[src/shared/phy_pkg.sv]
`default_nettype none
package phy_pkg;

  // ----------------------------------------------------------------
  // Clock and bit period
  // ----------------------------------------------------------------
  localparam int CLK_PERIOD_NS = 50;
  localparam int BIT_PERIOD_NS = 10;
  localparam int NIB_W = 4;
  localparam int DLY_W = 4;
  localparam int TMR_W = 22;

  // ----------------------------------------------------------------
  // Latencies in bit periods, least and longest
  // ----------------------------------------------------------------
  localparam int RX_CRS_ON_MIN_BT = 12;
  localparam int RX_CRS_ON_MAX_BT = 16;
  localparam int RX_DV_MIN_BT = 3;
  localparam int RX_DV_MAX_BT = 5;
  localparam int RX_CRS_OFF_MIN_BT = 10;
  localparam int RX_CRS_OFF_MAX_BT = 17;
  localparam int COL_ON_MIN_BT = 16;
  localparam int COL_ON_MAX_BT = 22;
  localparam int COL_OFF_MIN_BT = 17;
  localparam int COL_OFF_MAX_BT = 20;
  localparam int TX_CRS_ON_MIN_BT = 20;
  localparam int TX_CRS_ON_MAX_BT = 24;
  localparam int TX_CRS_OFF_MIN_BT = 24;
  localparam int TX_CRS_OFF_MAX_BT = 28;
  // Transmit latency in tenths of a bit period.
  localparam int TX_LAT_MIN_BT10 = 53;
  localparam int TX_LAT_MAX_BT10 = 57;

  // Least times round up to whole cycles, never below one.
  function automatic int cyc_up(input int ns);
    int c;
    c = (ns + CLK_PERIOD_NS - 1) / CLK_PERIOD_NS;
    return (c < 1) ? 1 : c;
  endfunction

  // Longest times round down, never below one.
  function automatic int cyc_dn(input int ns);
    int c;
    c = ns / CLK_PERIOD_NS;
    return (c < 1) ? 1 : c;
  endfunction

  localparam logic [DLY_W-1:0] RX_CRS_ON_CYC = DLY_W'(cyc_up(RX_CRS_ON_MIN_BT * BIT_PERIOD_NS));
  localparam logic [DLY_W-1:0] RX_DV_CYC = DLY_W'(cyc_up(RX_DV_MIN_BT * BIT_PERIOD_NS));
  localparam logic [DLY_W-1:0] RX_CRS_OFF_CYC = DLY_W'(cyc_up(RX_CRS_OFF_MIN_BT * BIT_PERIOD_NS));
  localparam logic [DLY_W-1:0] COL_ON_CYC = DLY_W'(cyc_up(COL_ON_MIN_BT * BIT_PERIOD_NS));
  localparam logic [DLY_W-1:0] COL_OFF_CYC = DLY_W'(cyc_up(COL_OFF_MIN_BT * BIT_PERIOD_NS));
  localparam logic [DLY_W-1:0] TX_CRS_ON_CYC = DLY_W'(cyc_up(TX_CRS_ON_MIN_BT * BIT_PERIOD_NS));
  localparam logic [DLY_W-1:0] TX_CRS_OFF_CYC = DLY_W'(cyc_up(TX_CRS_OFF_MIN_BT * BIT_PERIOD_NS));
  // The window is narrower than one clock, so the longest bound governs.
  localparam int TX_LAT_CYC = cyc_dn(TX_LAT_MAX_BT10 * BIT_PERIOD_NS / 10);

  // ----------------------------------------------------------------
  // Delay slot indices
  // ----------------------------------------------------------------
  localparam int D_RXCRS_ON = 0;
  localparam int D_RXDV = 1;
  localparam int D_RXCRS_OFF = 2;
  localparam int D_COL_ON = 3;
  localparam int D_COL_OFF = 4;
  localparam int D_TXCRS_ON = 5;
  localparam int D_TXCRS_OFF = 6;
  localparam int D_NUM = 7;

  // ----------------------------------------------------------------
  // Link integrity timing
  // ----------------------------------------------------------------
  localparam int NS_PER_MS = 1000000;
  localparam int LINK_LOSS_MS = 50;
  localparam int LINK_MIN_RX_MS = 2;
  localparam int LINK_TX_PERIOD_MS = 8;
  localparam int LINK_PW_MIN_NS = 60;
  localparam int LINK_PW_MAX_NS = 150;
  localparam int LINK_LOSS_CYC_DFLT = LINK_LOSS_MS * (NS_PER_MS / CLK_PERIOD_NS);
  localparam int LINK_MIN_RX_CYC_DFLT = LINK_MIN_RX_MS * (NS_PER_MS / CLK_PERIOD_NS);
  localparam int LINK_TX_PERIOD_CYC_DFLT = LINK_TX_PERIOD_MS * (NS_PER_MS / CLK_PERIOD_NS);
  localparam logic [DLY_W-1:0] LINK_PW_CYC = DLY_W'(cyc_up(LINK_PW_MIN_NS));

  // ----------------------------------------------------------------
  // Input synchroniser bit positions
  // ----------------------------------------------------------------
  localparam int SY_MCLK = 0;
  localparam int SY_TXD = 1;
  localparam int SY_TXEN = 5;
  localparam int SY_LP = 6;
  localparam int SY_SPD = 7;
  localparam int SY_W = 8;

  localparam int BUF_DEPTH = 2;
  localparam int BUF_CNT_W = 2;

  typedef enum logic [1:0] {
    LNK_DOWN = 2'b01,
    LNK_UP = 2'b10
  } link_state_t;

endpackage
`default_nettype wire

[src/shared/nib_buf_if.sv]
`default_nettype none
interface nib_buf_if;
  import phy_pkg::*;
  logic [NIB_W-1:0] wdata;
  logic wvalid;
  logic wready;
  logic [NIB_W-1:0] rdata;
  logic rvalid;
  logic rready;

  modport user (output wdata, output wvalid, input wready, input rdata, input rvalid, output rready);
  modport store (input wdata, input wvalid, output wready, output rdata, output rvalid, input rready);
endinterface
`default_nettype wire

[src/hdl/nib_buf.sv]
`default_nettype none
module nib_buf (
  input wire logic clk_sys,
  input wire logic rst,
  nib_buf_if.store bif
);
  import phy_pkg::*;

  typedef struct packed {
    logic [BUF_DEPTH-1:0][NIB_W-1:0] mem;
    logic wp;
    logic rp;
    logic [BUF_CNT_W-1:0] cnt;
  } buf_state_t;

  buf_state_t r;
  buf_state_t n;
  logic push;
  logic pop;

  // ----------------------------------------------------------------
  // Two-entry store; read data come straight from the entry registers.
  // ----------------------------------------------------------------
  assign bif.wready = (r.cnt != BUF_CNT_W'(BUF_DEPTH));
  assign bif.rvalid = (r.cnt != '0);
  assign bif.rdata = r.mem[r.rp];

  always_comb begin
    n = r;
    push = bif.wvalid & bif.wready;
    pop = bif.rvalid & bif.rready;
    if (push) begin
      n.mem[r.wp] = bif.wdata;
      n.wp = ~r.wp;
    end
    if (pop) begin
      n.rp = ~r.rp;
    end
    if (push & ~pop) begin
      n.cnt = r.cnt + 1'b1;
    end else if (pop & ~push) begin
      n.cnt = r.cnt - 1'b1;
    end
  end

  always_ff @(posedge clk_sys) begin
    if (rst) begin
      r <= '0;
    end else begin
      r <= n;
    end
  end

endmodule
`default_nettype wire

[src/hdl/phy_mii_timing.sv]
`default_nettype none
module phy_mii_timing #(
  parameter int LINK_LOSS_CYC = phy_pkg::LINK_LOSS_CYC_DFLT,
  parameter int LINK_MIN_RX_CYC = phy_pkg::LINK_MIN_RX_CYC_DFLT,
  parameter int LINK_TX_PERIOD_CYC = phy_pkg::LINK_TX_PERIOD_CYC_DFLT
) (
  input wire logic clk_sys,
  input wire logic rst,
  input wire logic mii_clk,
  input wire logic tx_en,
  input wire logic [phy_pkg::NIB_W-1:0] txd,
  input wire logic speed_10,
  input wire logic link_pulse_in,
  input wire logic line_rx_j,
  input wire logic line_rx_t,
  input wire logic line_rx_vld,
  input wire logic [phy_pkg::NIB_W-1:0] line_rx_nib,
  input wire logic line_tx_rdy,
  output logic crs,
  output logic col,
  output logic rx_dv,
  output logic [phy_pkg::NIB_W-1:0] rxd,
  output logic line_output_pair_vld,
  output logic [phy_pkg::NIB_W-1:0] line_output_pair,
  output logic tx_stall,
  output logic link_up,
  output logic link_pulse_out
);
  import phy_pkg::*;

  typedef struct packed {
    logic [SY_W-1:0] sync1;
    logic [SY_W-1:0] sync2;
    logic mclk_d;
    logic lp_d;
    logic [D_NUM-1:0][DLY_W-1:0] dly;
    logic tx_act;
    logic crs_tx;
    logic crs_rx;
    logic crs;
    logic col;
    logic rx_dv;
    logic [NIB_W-1:0] rxd;
    logic ltx_vld;
    logic [NIB_W-1:0] ltx_nib;
    logic stall;
    link_state_t lstate;
    logic link_up;
    logic [TMR_W-1:0] since;
    logic [TMR_W-1:0] tlt;
    logic [DLY_W-1:0] lpw;
    logic lp_out;
  } phy_state_t;

  phy_state_t r;
  phy_state_t n;
  logic [D_NUM-1:0] fire;
  logic mclk_rise;
  logic tx_en_s;
  logic spd10_s;
  logic lp_s;
  logic lp_rise;

  nib_buf_if bif ();

  nib_buf u_buf (
    .clk_sys(clk_sys),
    .rst(rst),
    .bif(bif.store)
  );

  assign crs = r.crs;
  assign col = r.col;
  assign rx_dv = r.rx_dv;
  assign rxd = r.rxd;
  assign line_output_pair_vld = r.ltx_vld;
  assign line_output_pair = r.ltx_nib;
  assign tx_stall = r.stall;
  assign link_up = r.link_up;
  assign link_pulse_out = r.lp_out;

  always_comb begin
    n = r;
    // ----------------------------------------------------------------
    // Synchronisers and link clock edge detection
    // ----------------------------------------------------------------
    n.sync1 = {speed_10, link_pulse_in, tx_en, txd, mii_clk};
    n.sync2 = r.sync1;
    n.mclk_d = r.sync2[SY_MCLK];
    n.lp_d = r.sync2[SY_LP];
    mclk_rise = r.sync2[SY_MCLK] & ~r.mclk_d;
    tx_en_s = r.sync2[SY_TXEN];
    spd10_s = r.sync2[SY_SPD];
    lp_s = r.sync2[SY_LP];
    lp_rise = lp_s & ~r.lp_d;

    // ----------------------------------------------------------------
    // Latency down-counters; a slot fires as it leaves one.
    // ----------------------------------------------------------------
    for (int i = 0; i < D_NUM; i++) begin
      fire[i] = (r.dly[i] == DLY_W'(1));
      if (r.dly[i] != '0) begin
        n.dly[i] = r.dly[i] - 1'b1;
      end
    end

    // ----------------------------------------------------------------
    // Transmit side: enable sampled on the link clock rising edge
    // ----------------------------------------------------------------
    bif.wvalid = 1'b0;
    bif.wdata = r.sync2[SY_TXD +: NIB_W];
    if (mclk_rise) begin
      if (tx_en_s & ~r.tx_act) begin
        n.tx_act = 1'b1;
        n.dly[D_TXCRS_ON] = TX_CRS_ON_CYC;
        n.dly[D_TXCRS_OFF] = '0;
      end else if (~tx_en_s & r.tx_act) begin
        n.tx_act = 1'b0;
        n.dly[D_TXCRS_OFF] = TX_CRS_OFF_CYC;
        n.dly[D_TXCRS_ON] = '0;
      end
      bif.wvalid = tx_en_s & ~spd10_s;
    end
    if (fire[D_TXCRS_ON]) begin
      n.crs_tx = 1'b1;
    end
    if (fire[D_TXCRS_OFF]) begin
      n.crs_tx = 1'b0;
    end

    // Buffered nibbles go out one cycle after the store presents them.
    bif.rready = line_tx_rdy;
    n.ltx_vld = bif.rvalid & line_tx_rdy;
    n.ltx_nib = bif.rdata;
    n.stall = ~bif.wready;

    // ----------------------------------------------------------------
    // Receive side: J and T strobes from the symbol decoder
    // ----------------------------------------------------------------
    if (line_rx_j & ~spd10_s) begin
      n.dly[D_RXCRS_ON] = RX_CRS_ON_CYC;
      if (r.tx_act) begin
        n.dly[D_COL_ON] = COL_ON_CYC;
      end
    end
    if (line_rx_t & ~spd10_s) begin
      n.dly[D_RXCRS_OFF] = RX_CRS_OFF_CYC;
      if (r.col | (r.dly[D_COL_ON] != '0)) begin
        n.dly[D_COL_OFF] = COL_OFF_CYC;
      end
    end
    if (fire[D_RXCRS_ON]) begin
      n.crs_rx = 1'b1;
      n.dly[D_RXDV] = RX_DV_CYC;
    end
    if (fire[D_RXDV]) begin
      n.rx_dv = 1'b1;
    end
    if (fire[D_RXCRS_OFF]) begin
      n.crs_rx = 1'b0;
      n.rx_dv = 1'b0;
      n.dly[D_RXDV] = '0;
    end
    if (fire[D_COL_ON]) begin
      n.col = 1'b1;
    end
    if (fire[D_COL_OFF]) begin
      n.col = 1'b0;
    end
    if (line_rx_vld) begin
      n.rxd = line_rx_nib;
    end
    n.crs = n.crs_rx | n.crs_tx;

    // ----------------------------------------------------------------
    // 10 Mb/s link integrity
    // ----------------------------------------------------------------
    if (r.since != {TMR_W{1'b1}}) begin
      n.since = r.since + 1'b1;
    end
    if (~spd10_s) begin
      n.since = '0;
      n.lstate = LNK_DOWN;
    end else begin
      case (r.lstate)
        LNK_DOWN: begin
          if (lp_rise & (r.since >= TMR_W'(LINK_MIN_RX_CYC))) begin
            n.since = '0;
            n.lstate = LNK_UP;
          end
        end
        LNK_UP: begin
          if (lp_rise & (r.since >= TMR_W'(LINK_MIN_RX_CYC))) begin
            n.since = '0;
          end else if (line_rx_vld) begin
            n.since = '0;
          end else if (r.since >= TMR_W'(LINK_LOSS_CYC)) begin
            n.lstate = LNK_DOWN;
          end
        end
        default: begin
          n.lstate = LNK_DOWN;
        end
      endcase
    end

    // The link state is decoded into its own flip-flop for the output.
    n.link_up = (n.lstate == LNK_UP);

    // Idle link pulse generator.
    if (r.lpw != '0) begin
      n.lpw = r.lpw - 1'b1;
    end
    if (spd10_s & ~r.tx_act) begin
      if (r.tlt >= TMR_W'(LINK_TX_PERIOD_CYC - 1)) begin
        n.tlt = '0;
        n.lpw = LINK_PW_CYC;
      end else begin
        n.tlt = r.tlt + 1'b1;
      end
    end else begin
      n.tlt = '0;
    end
    n.lp_out = (n.lpw != '0);
  end

  always_ff @(posedge clk_sys) begin
    if (rst) begin
      r <= '0;
      r.lstate <= LNK_DOWN;
    end else begin
      r <= n;
    end
  end

endmodule
`default_nettype wire

[config.mk]
export PLATFORM = sky130hd
export DESIGN_NAME = phy_mii_timing
export DESIGN_NICKNAME = d
export VERILOG_FILES = /design/src/shared/phy_pkg.sv /design/src/shared/nib_buf_if.sv /design/src/hdl/nib_buf.sv /design/src/hdl/phy_mii_timing.sv
export SDC_FILE = /design/constraint.sdc
export NUM_CORES = 1
export LEC_CHECK = 0
export BUFFER_PORTS_ARGS = -buffer_cell sky130_fd_sc_hd__buf_2
export CORE_ASPECT_RATIO = 1.4
export CORE_MARGIN = 3
export CORE_UTILIZATION = 40
export DETAILED_ROUTE_END_ITERATION = 12
export HOLD_SLACK_MARGIN = 0.08
export REMOVE_ABC_BUFFERS = 1
export SYNTH_ARGS = -nofsm -noshare
export SYNTH_HDL_FRONTEND = slang
export SYNTH_SLANG_ARGS = --single-unit
[constraint.sdc]
create_clock -name clk_sys -period 2.7 [get_ports clk_sys]
set_input_delay 0.54 -clock clk_sys [delete_from_list [all_inputs] [get_ports clk_sys]]
set_output_delay 0.54 -clock clk_sys [all_outputs]
set_load 0.02 [all_outputs]
# Word level (Yosys, flattened, before mapping)
# Cells that the tools add are included.
# Widths: inputs -> output; s select.
word_totals:
  ff_bits: 126
  input_bits: 18
  output_inout_bits: 15
  elab_cells: 160
op_classes:
  addsub: 12
  magnitude_cmp: 6
  n_eq_ne: 12
  mux: 45
  bitwise: 26
  n_reduce_logical: 24
op_table:
  columns: ["op", "count"]
  rows:
  - ["$mux 22", 4]
  - ["$mux 4", 14]
  - ["$add 22x1->22 const B", 2]
  - ["$pmux 22 s2", 1]
  - ["$reduce_bool 4->1", 9]
  - ["$sub 4x1->4 const B", 8]
  - ["$eq 4x1->1 const B", 7]
  - ["$mux 8", 3]
  - ["$ge 22x16->1 const B", 1]
  - ["$ge 22x18->1 const B", 1]
  - ["$ge 22x20->1 const B", 1]
  - ["$mux 2", 11]
  - ["$ne 22x22->1 const B", 1]
  - ["$and 1x1->1", 13]
  - ["$reduce_bool 2->1", 6]
  - ["$not 1->1", 11]
  - ["$reduce_or 2->1", 5]
  - ["$mux 1", 9]
  - ["$bwmux 8", 1]
  - ["$reduce_or 3->1", 2]
  - ["$demux 4 s1", 1]
  - ["$eq 2x2->1 const B", 2]
  - ["$lt 1x2->1 const B", 2]
  - ["$pmux 2 s2", 1]
  - ["8 further kinds", 9]

# Longest topological paths before layout
logic_depth:
  depth_word: 8
  mapped_depth: 8
  depth_no_buf: 7

# Modules after synthesis
# From an unflattened synthesis, not the netlist that was laid out.
hier_totals:
  cells_unflattened: 622
  hier_area_um2: 5619.1
by_module_without_submodules:
  columns: ["module", "n_inst", "cells_per_inst", "area_each_um2", "seq_area_each_um2"]
  rows:
  - ["phy_mii_timing", 1, 561, 5048.6, 2282.2]
  - ["nib_buf", 1, 61, 570.5, 240.2]

# Worst setup path before layout
# Ideal clock, no wire load.
synth_path:
  kind: "register to register"
  start: "register r, in the netlist n[97]"
  end: "register u_buf.r[1] in the netlist's numbering"
  setup_ps: 70
  t_arrival_ps: 1720
  t_required_ps: 2630
  setup_slack_ps: 909
  path_stages_with_launch: 8
  path_buffers: 2
  synth_period_minus_slack_ps: 1791
  cell_sequence: "dfxtp_1 nor2b_1 clkbuf_1 and4b_1 buf_2 ha_1 or3_1 a21oi_1"
synth_between:
  elab_chain_len: 6
  word_cells_on_any_way: 8
  classes_between: "2 x mux; 5 x bitwise; 1 x reduce/logical"
synth_lines:
  columns: ["item", "line_no", "source"]
  rows:
  - ["from (decl)", "phy_mii_timing.sv:55", "phy_state_t r;"]
  - ["from (signal assigned)", "phy_mii_timing.sv:232", "r <= n;"]
  - ["$and 1x1->1 (*)", "phy_mii_timing.sv:91", "mclk_rise = r.sync2[SY_MCLK] & ~r.mclk_d;"]
  - ["$mux 1 (*)", "phy_mii_timing.sv:112", "if (mclk_rise) begin"]
  - ["$and 1x1->1 (*)", "nib_buf.sv:30", "push = bif.wvalid & bif.wready;"]
  - ["net u_buf.push", "nib_buf.sv:18", "logic push;"]
  - ["$not 1->1", "nib_buf.sv:41", "end else if (pop & ~push) begin"]
  - ["$and 1x1->1", "nib_buf.sv:41", null]
  - ["$reduce_bool 2->1 (no source line)", null, null]
  - ["to (signal assigned)", "nib_buf.sv:50", "r <= n;"]
  - ["to (decl)", "nib_buf.sv:16", "buf_state_t r;"]
# The timed path passes the listed nets; every way through them passes the cells marked *.
# A chain may end at the register's enable or synchronous reset.

# Worst setup path in the final report
layout_path:
  start: "register r[5] in the netlist's numbering"
  end: "register r[22] in the netlist's numbering"
layout_between:
  elab_chain_len: 2
  word_cells_on_any_way: 3
  classes_between: "1 x add/sub; 1 x order compare; 1 x reduce/logical"
layout_lines:
  columns: ["item", "line_no", "source"]
  rows:
  - ["$ge 22x18->1", "phy_mii_timing.sv:215", "if (r.tlt >= TMR_W'(LINK_TX_PERIOD_CYC - 1)) begin"]
  - ["$reduce_or 3->1 (no source line)", null, null]
# Several ways; a longest one is shown, not always the timed one.

==> out/metrics.yaml <==
sta:
  fin_setup_tns_ns: 0
  setup_viol: 0
  worst_clock_skew_ns: 0.00788
  whs_ns: 0.336
  period_needed_ns: 2.09
  fmax_ghz: 0.479
  maxSlewViolCount: 0
  hold_violations: 0
  rsz0062_at_grt: "no"
  worstMarginPinSlew_ns: 0.588
  slew-limit-headroom: 0.608
  fin_crit_sh: 0.773
place:
  gp_congestion: 0.826
  dpl_cell_area_um2: 5850
  io_buffers: 32
  place_inst: 812
  hpwl_um: 7340
floorplan:
  dieArea_um2: 15400
  die_x_um: 106
  initial_core_util: 0.413
  rows: 50
  coreArea_um2: 13500
  die_h_um: 146
  io-pin-count: 33
logic_synthesis:
  yosys_register_bits: 126
  synth.cell_area_um2: 5580
  synth_warnings: 0
  yosysSeqAreaShare: 0.452
  synth_cell_type_count: 58
  synthCells: 620
  postSynthAreaPerCell_um2: 9.00
  synth.top_cell.area_share: 0.452
  yosysTopAreaCell: "dfxtp_1"
  ys_top_cells_by_area: "dfxtp_1 45%, nor2_1 6.3%, ha_1 5.8%, xnor2_1 5.3%, a21oi_1 3.3%"
  synth_enable_flop_cells: 0
  synthFlopType: "dfxtp_1"
  async_flop_share: 0
power_and_ir_drop:
  power_mw: 5.53
  pwr-share-seq: 0.408
  vdd_drop_max_v: 0.000609
  combPwrFrac: 0.200
  p_per_area_nw_per_um2: 861
  p_leak_nw: 2.40
  clkPwrFrac: 0.392
  p_int_mw: 3.90
  power.switching_mw: 1.63
  switching_share: 0.295
worst_setup_path:
  crit_path_start_kind: "register"
  rrSetupSlack_ns: 0.61
  cp_data_required_time_ns: 2.97
  path_class: "reg2reg"
  cp.arrival_ns: 2.36
  crit_fanout: 18
  endpoint_kind: "register"
clock_tree:
  cts_tree: "built"
  cts.clk_slew.worst_paths_ns: 0.06
  post_cts_resized: 0
  clock-sinks: 126
  cts_buffers: 17
  cts_setup_buffers: 0
  clk_path_buf_depth: 2
  clkLatencyLatePin_ns: 0.41
  htreeDepth: 4
  cts_hold_buf: 0
  clock-root-buffer: "clkbuf_16"
final_layout:
  area_delta_synth_final_pct: 15.1
  multi_input_area_um2: 2790
  drive_above_1_share: 0.125
  fill_cells: 1325
  register_area_um2: 2520
  final_area_um2: 6420
  nets: 693
  layout.cells.non_filler: 844
  antenna_cells: 0
drt:
  dr.pass1.iters: 4
  post-route-drc-count: 0
  wirelength_um: 10200
  route.vias.total: 4203
  antenna_left: 0
  via_per_inst: 4.98
  drt_iter0_drc: 149
  routedWlPerCell_um: 12.1
global_route:
  grt-ovfl-total: 0
  grt_max_degree: 39
  grt_pass1_vias: 4072
  grt_first_pass_wirelength_um: 17700
  antenna_found_initial: 0
  grt_use_total: 0.140
min_path:
  hold_class: "in2reg"
outcome:
  status: "complete, no violations"
flow_run:
  cap_violations: 0
-- cells in the final DEF, fill, tap and decap left out, types with 3 or more instances in the layout --
cell type / netlist / layout
nor3_1: 21 / 21
o31ai_1: 4 / 4
o21ai_0: 12 / 12
nor2_1: 94 / 94
clkinv_4: 0 / 4
a21oi_1: 37 / 37
o21ai_1: 4 / 4
clkbuf_16: 0 / 17
buf_2: 7 / 32
nor4_1: 11 / 11
xnor2_1: 34 / 34
or2_2: 3 / 3
and3_1: 8 / 8
ha_1: 26 / 26
nor2b_1: 24 / 24
inv_6: 0 / 3
conb_1: 1 / 4
nand4_1: 5 / 5
xor2_1: 8 / 8
a211oi_1: 13 / 13
nand2_1: 32 / 32
or4_1: 3 / 3
mux2i_1: 13 / 13
nand3b_1: 4 / 4
inv_1: 30 / 30
nand3_1: 14 / 14
nand2b_1: 12 / 12
dfxtp_1: 126 / 126
or3_1: 13 / 13
buf_4: 8 / 4
nor3b_1: 3 / 3
clkinvlp_4: 0 / 3
a31oi_1: 4 / 4
-- synthesized netlist by cell type, types with 11 or more instances --
master,number
dfxtp_1,126
nor2_1,94
a21oi_1,37
xnor2_1,34
nand2_1,32
inv_1,30
ha_1,26
nor2b_1,24
nor3_1,21
nand3_1,14
a211oi_1,13
mux2i_1,13
or3_1,13
clkbuf_1,12
nand2b_1,12
o21ai_0,12
nor4_1,11
-- layout make-up --
type                    count  area share
clock buffers              18      0.0684
clock inverters            14      0.0210
inverters                  30      0.0175
multi-input cells         438       0.435
flip-flops and latches    126       0.393
well taps                 182      0.0355
repair buffers             36      0.0296
-- stage by stage --
step / setup slack [ns] / util
global route: 0.380 / 0.475
global placement: 0.670 / 0.433
finish: 0.612 / 0.475
detailed placement: 0.609 / 0.433
floorplan: 0.738 / -
CTS: 0.594 / 0.475
-- critical path, stage by stage, from the launching register on --
cell and delay, ns:
dfxtp_1 0.35, ha_1 0.21, nand2_1 0.10, or3_1 0.43
a21oi_1 0.21, or4_1 0.53, nor2_1 0.11
-- flip-flops by register name, summed over array words and instances (netlist names), 4 cells and up --
register          count
u_buf.r              12
bif.wdata             4
n                     9
line_output_pair      4
r                    85
rxd                   4
-- layer usage --
layer / track usage / vias up / routed length, um
li1: - / 2166 / -
met1: 0.155 / 1979 / 4450
met2: 0.247 / 46 / 5300
met3: 0.0417 / 12 / 256
met4: 0.0603 / 0 / 176
met5: 0 / - / 0
-- power groups by stage --
| stage | logic [mW] | clock network [mW] | registers, mW |
|---|---|---|---|
| floorplan | 0.850 | 0 | 2.30 |
| global placement | 1.06 | 0 | 2.28 |
| detailed placement | 1.10 | 0 | 2.29 |
| CTS | 1.12 | 2.23 | 2.25 |
| global route | 1.28 | 2.32 | 2.29 |
| finish | 1.10 | 2.17 | 2.26 |
-- cells by family (layout without fill, tap and decap cells) --
family / count (synthesis) / after routing / share of synthesized area
AND/OR/NAND/NOR: 262 / 262 / 0.244
flip-flops: 126 / 126 / 0.452
AO/OA/AOI/OAI: 89 / 89 / 0.102
buffers and inverters: 59 / 98 / 0.0493
XOR/XNOR: 42 / 42 / 0.0659
adder cells (fa/ha/maj): 26 / 26 / 0.0583
multiplexers: 15 / 15 / 0.0274
other: 1 / 4 / 0.000672
-- final timing paths --
kind | from | endpoint | cells past startpoint
max reg2reg | r[5] | r[22] | 6
min | txd[2] | n[101] | 2
min reg2reg | n[102] | bif.wdata[3] | 1
max | r[5] | r[22] | 6
Note: power is estimated with default switching activity, not from simulation.
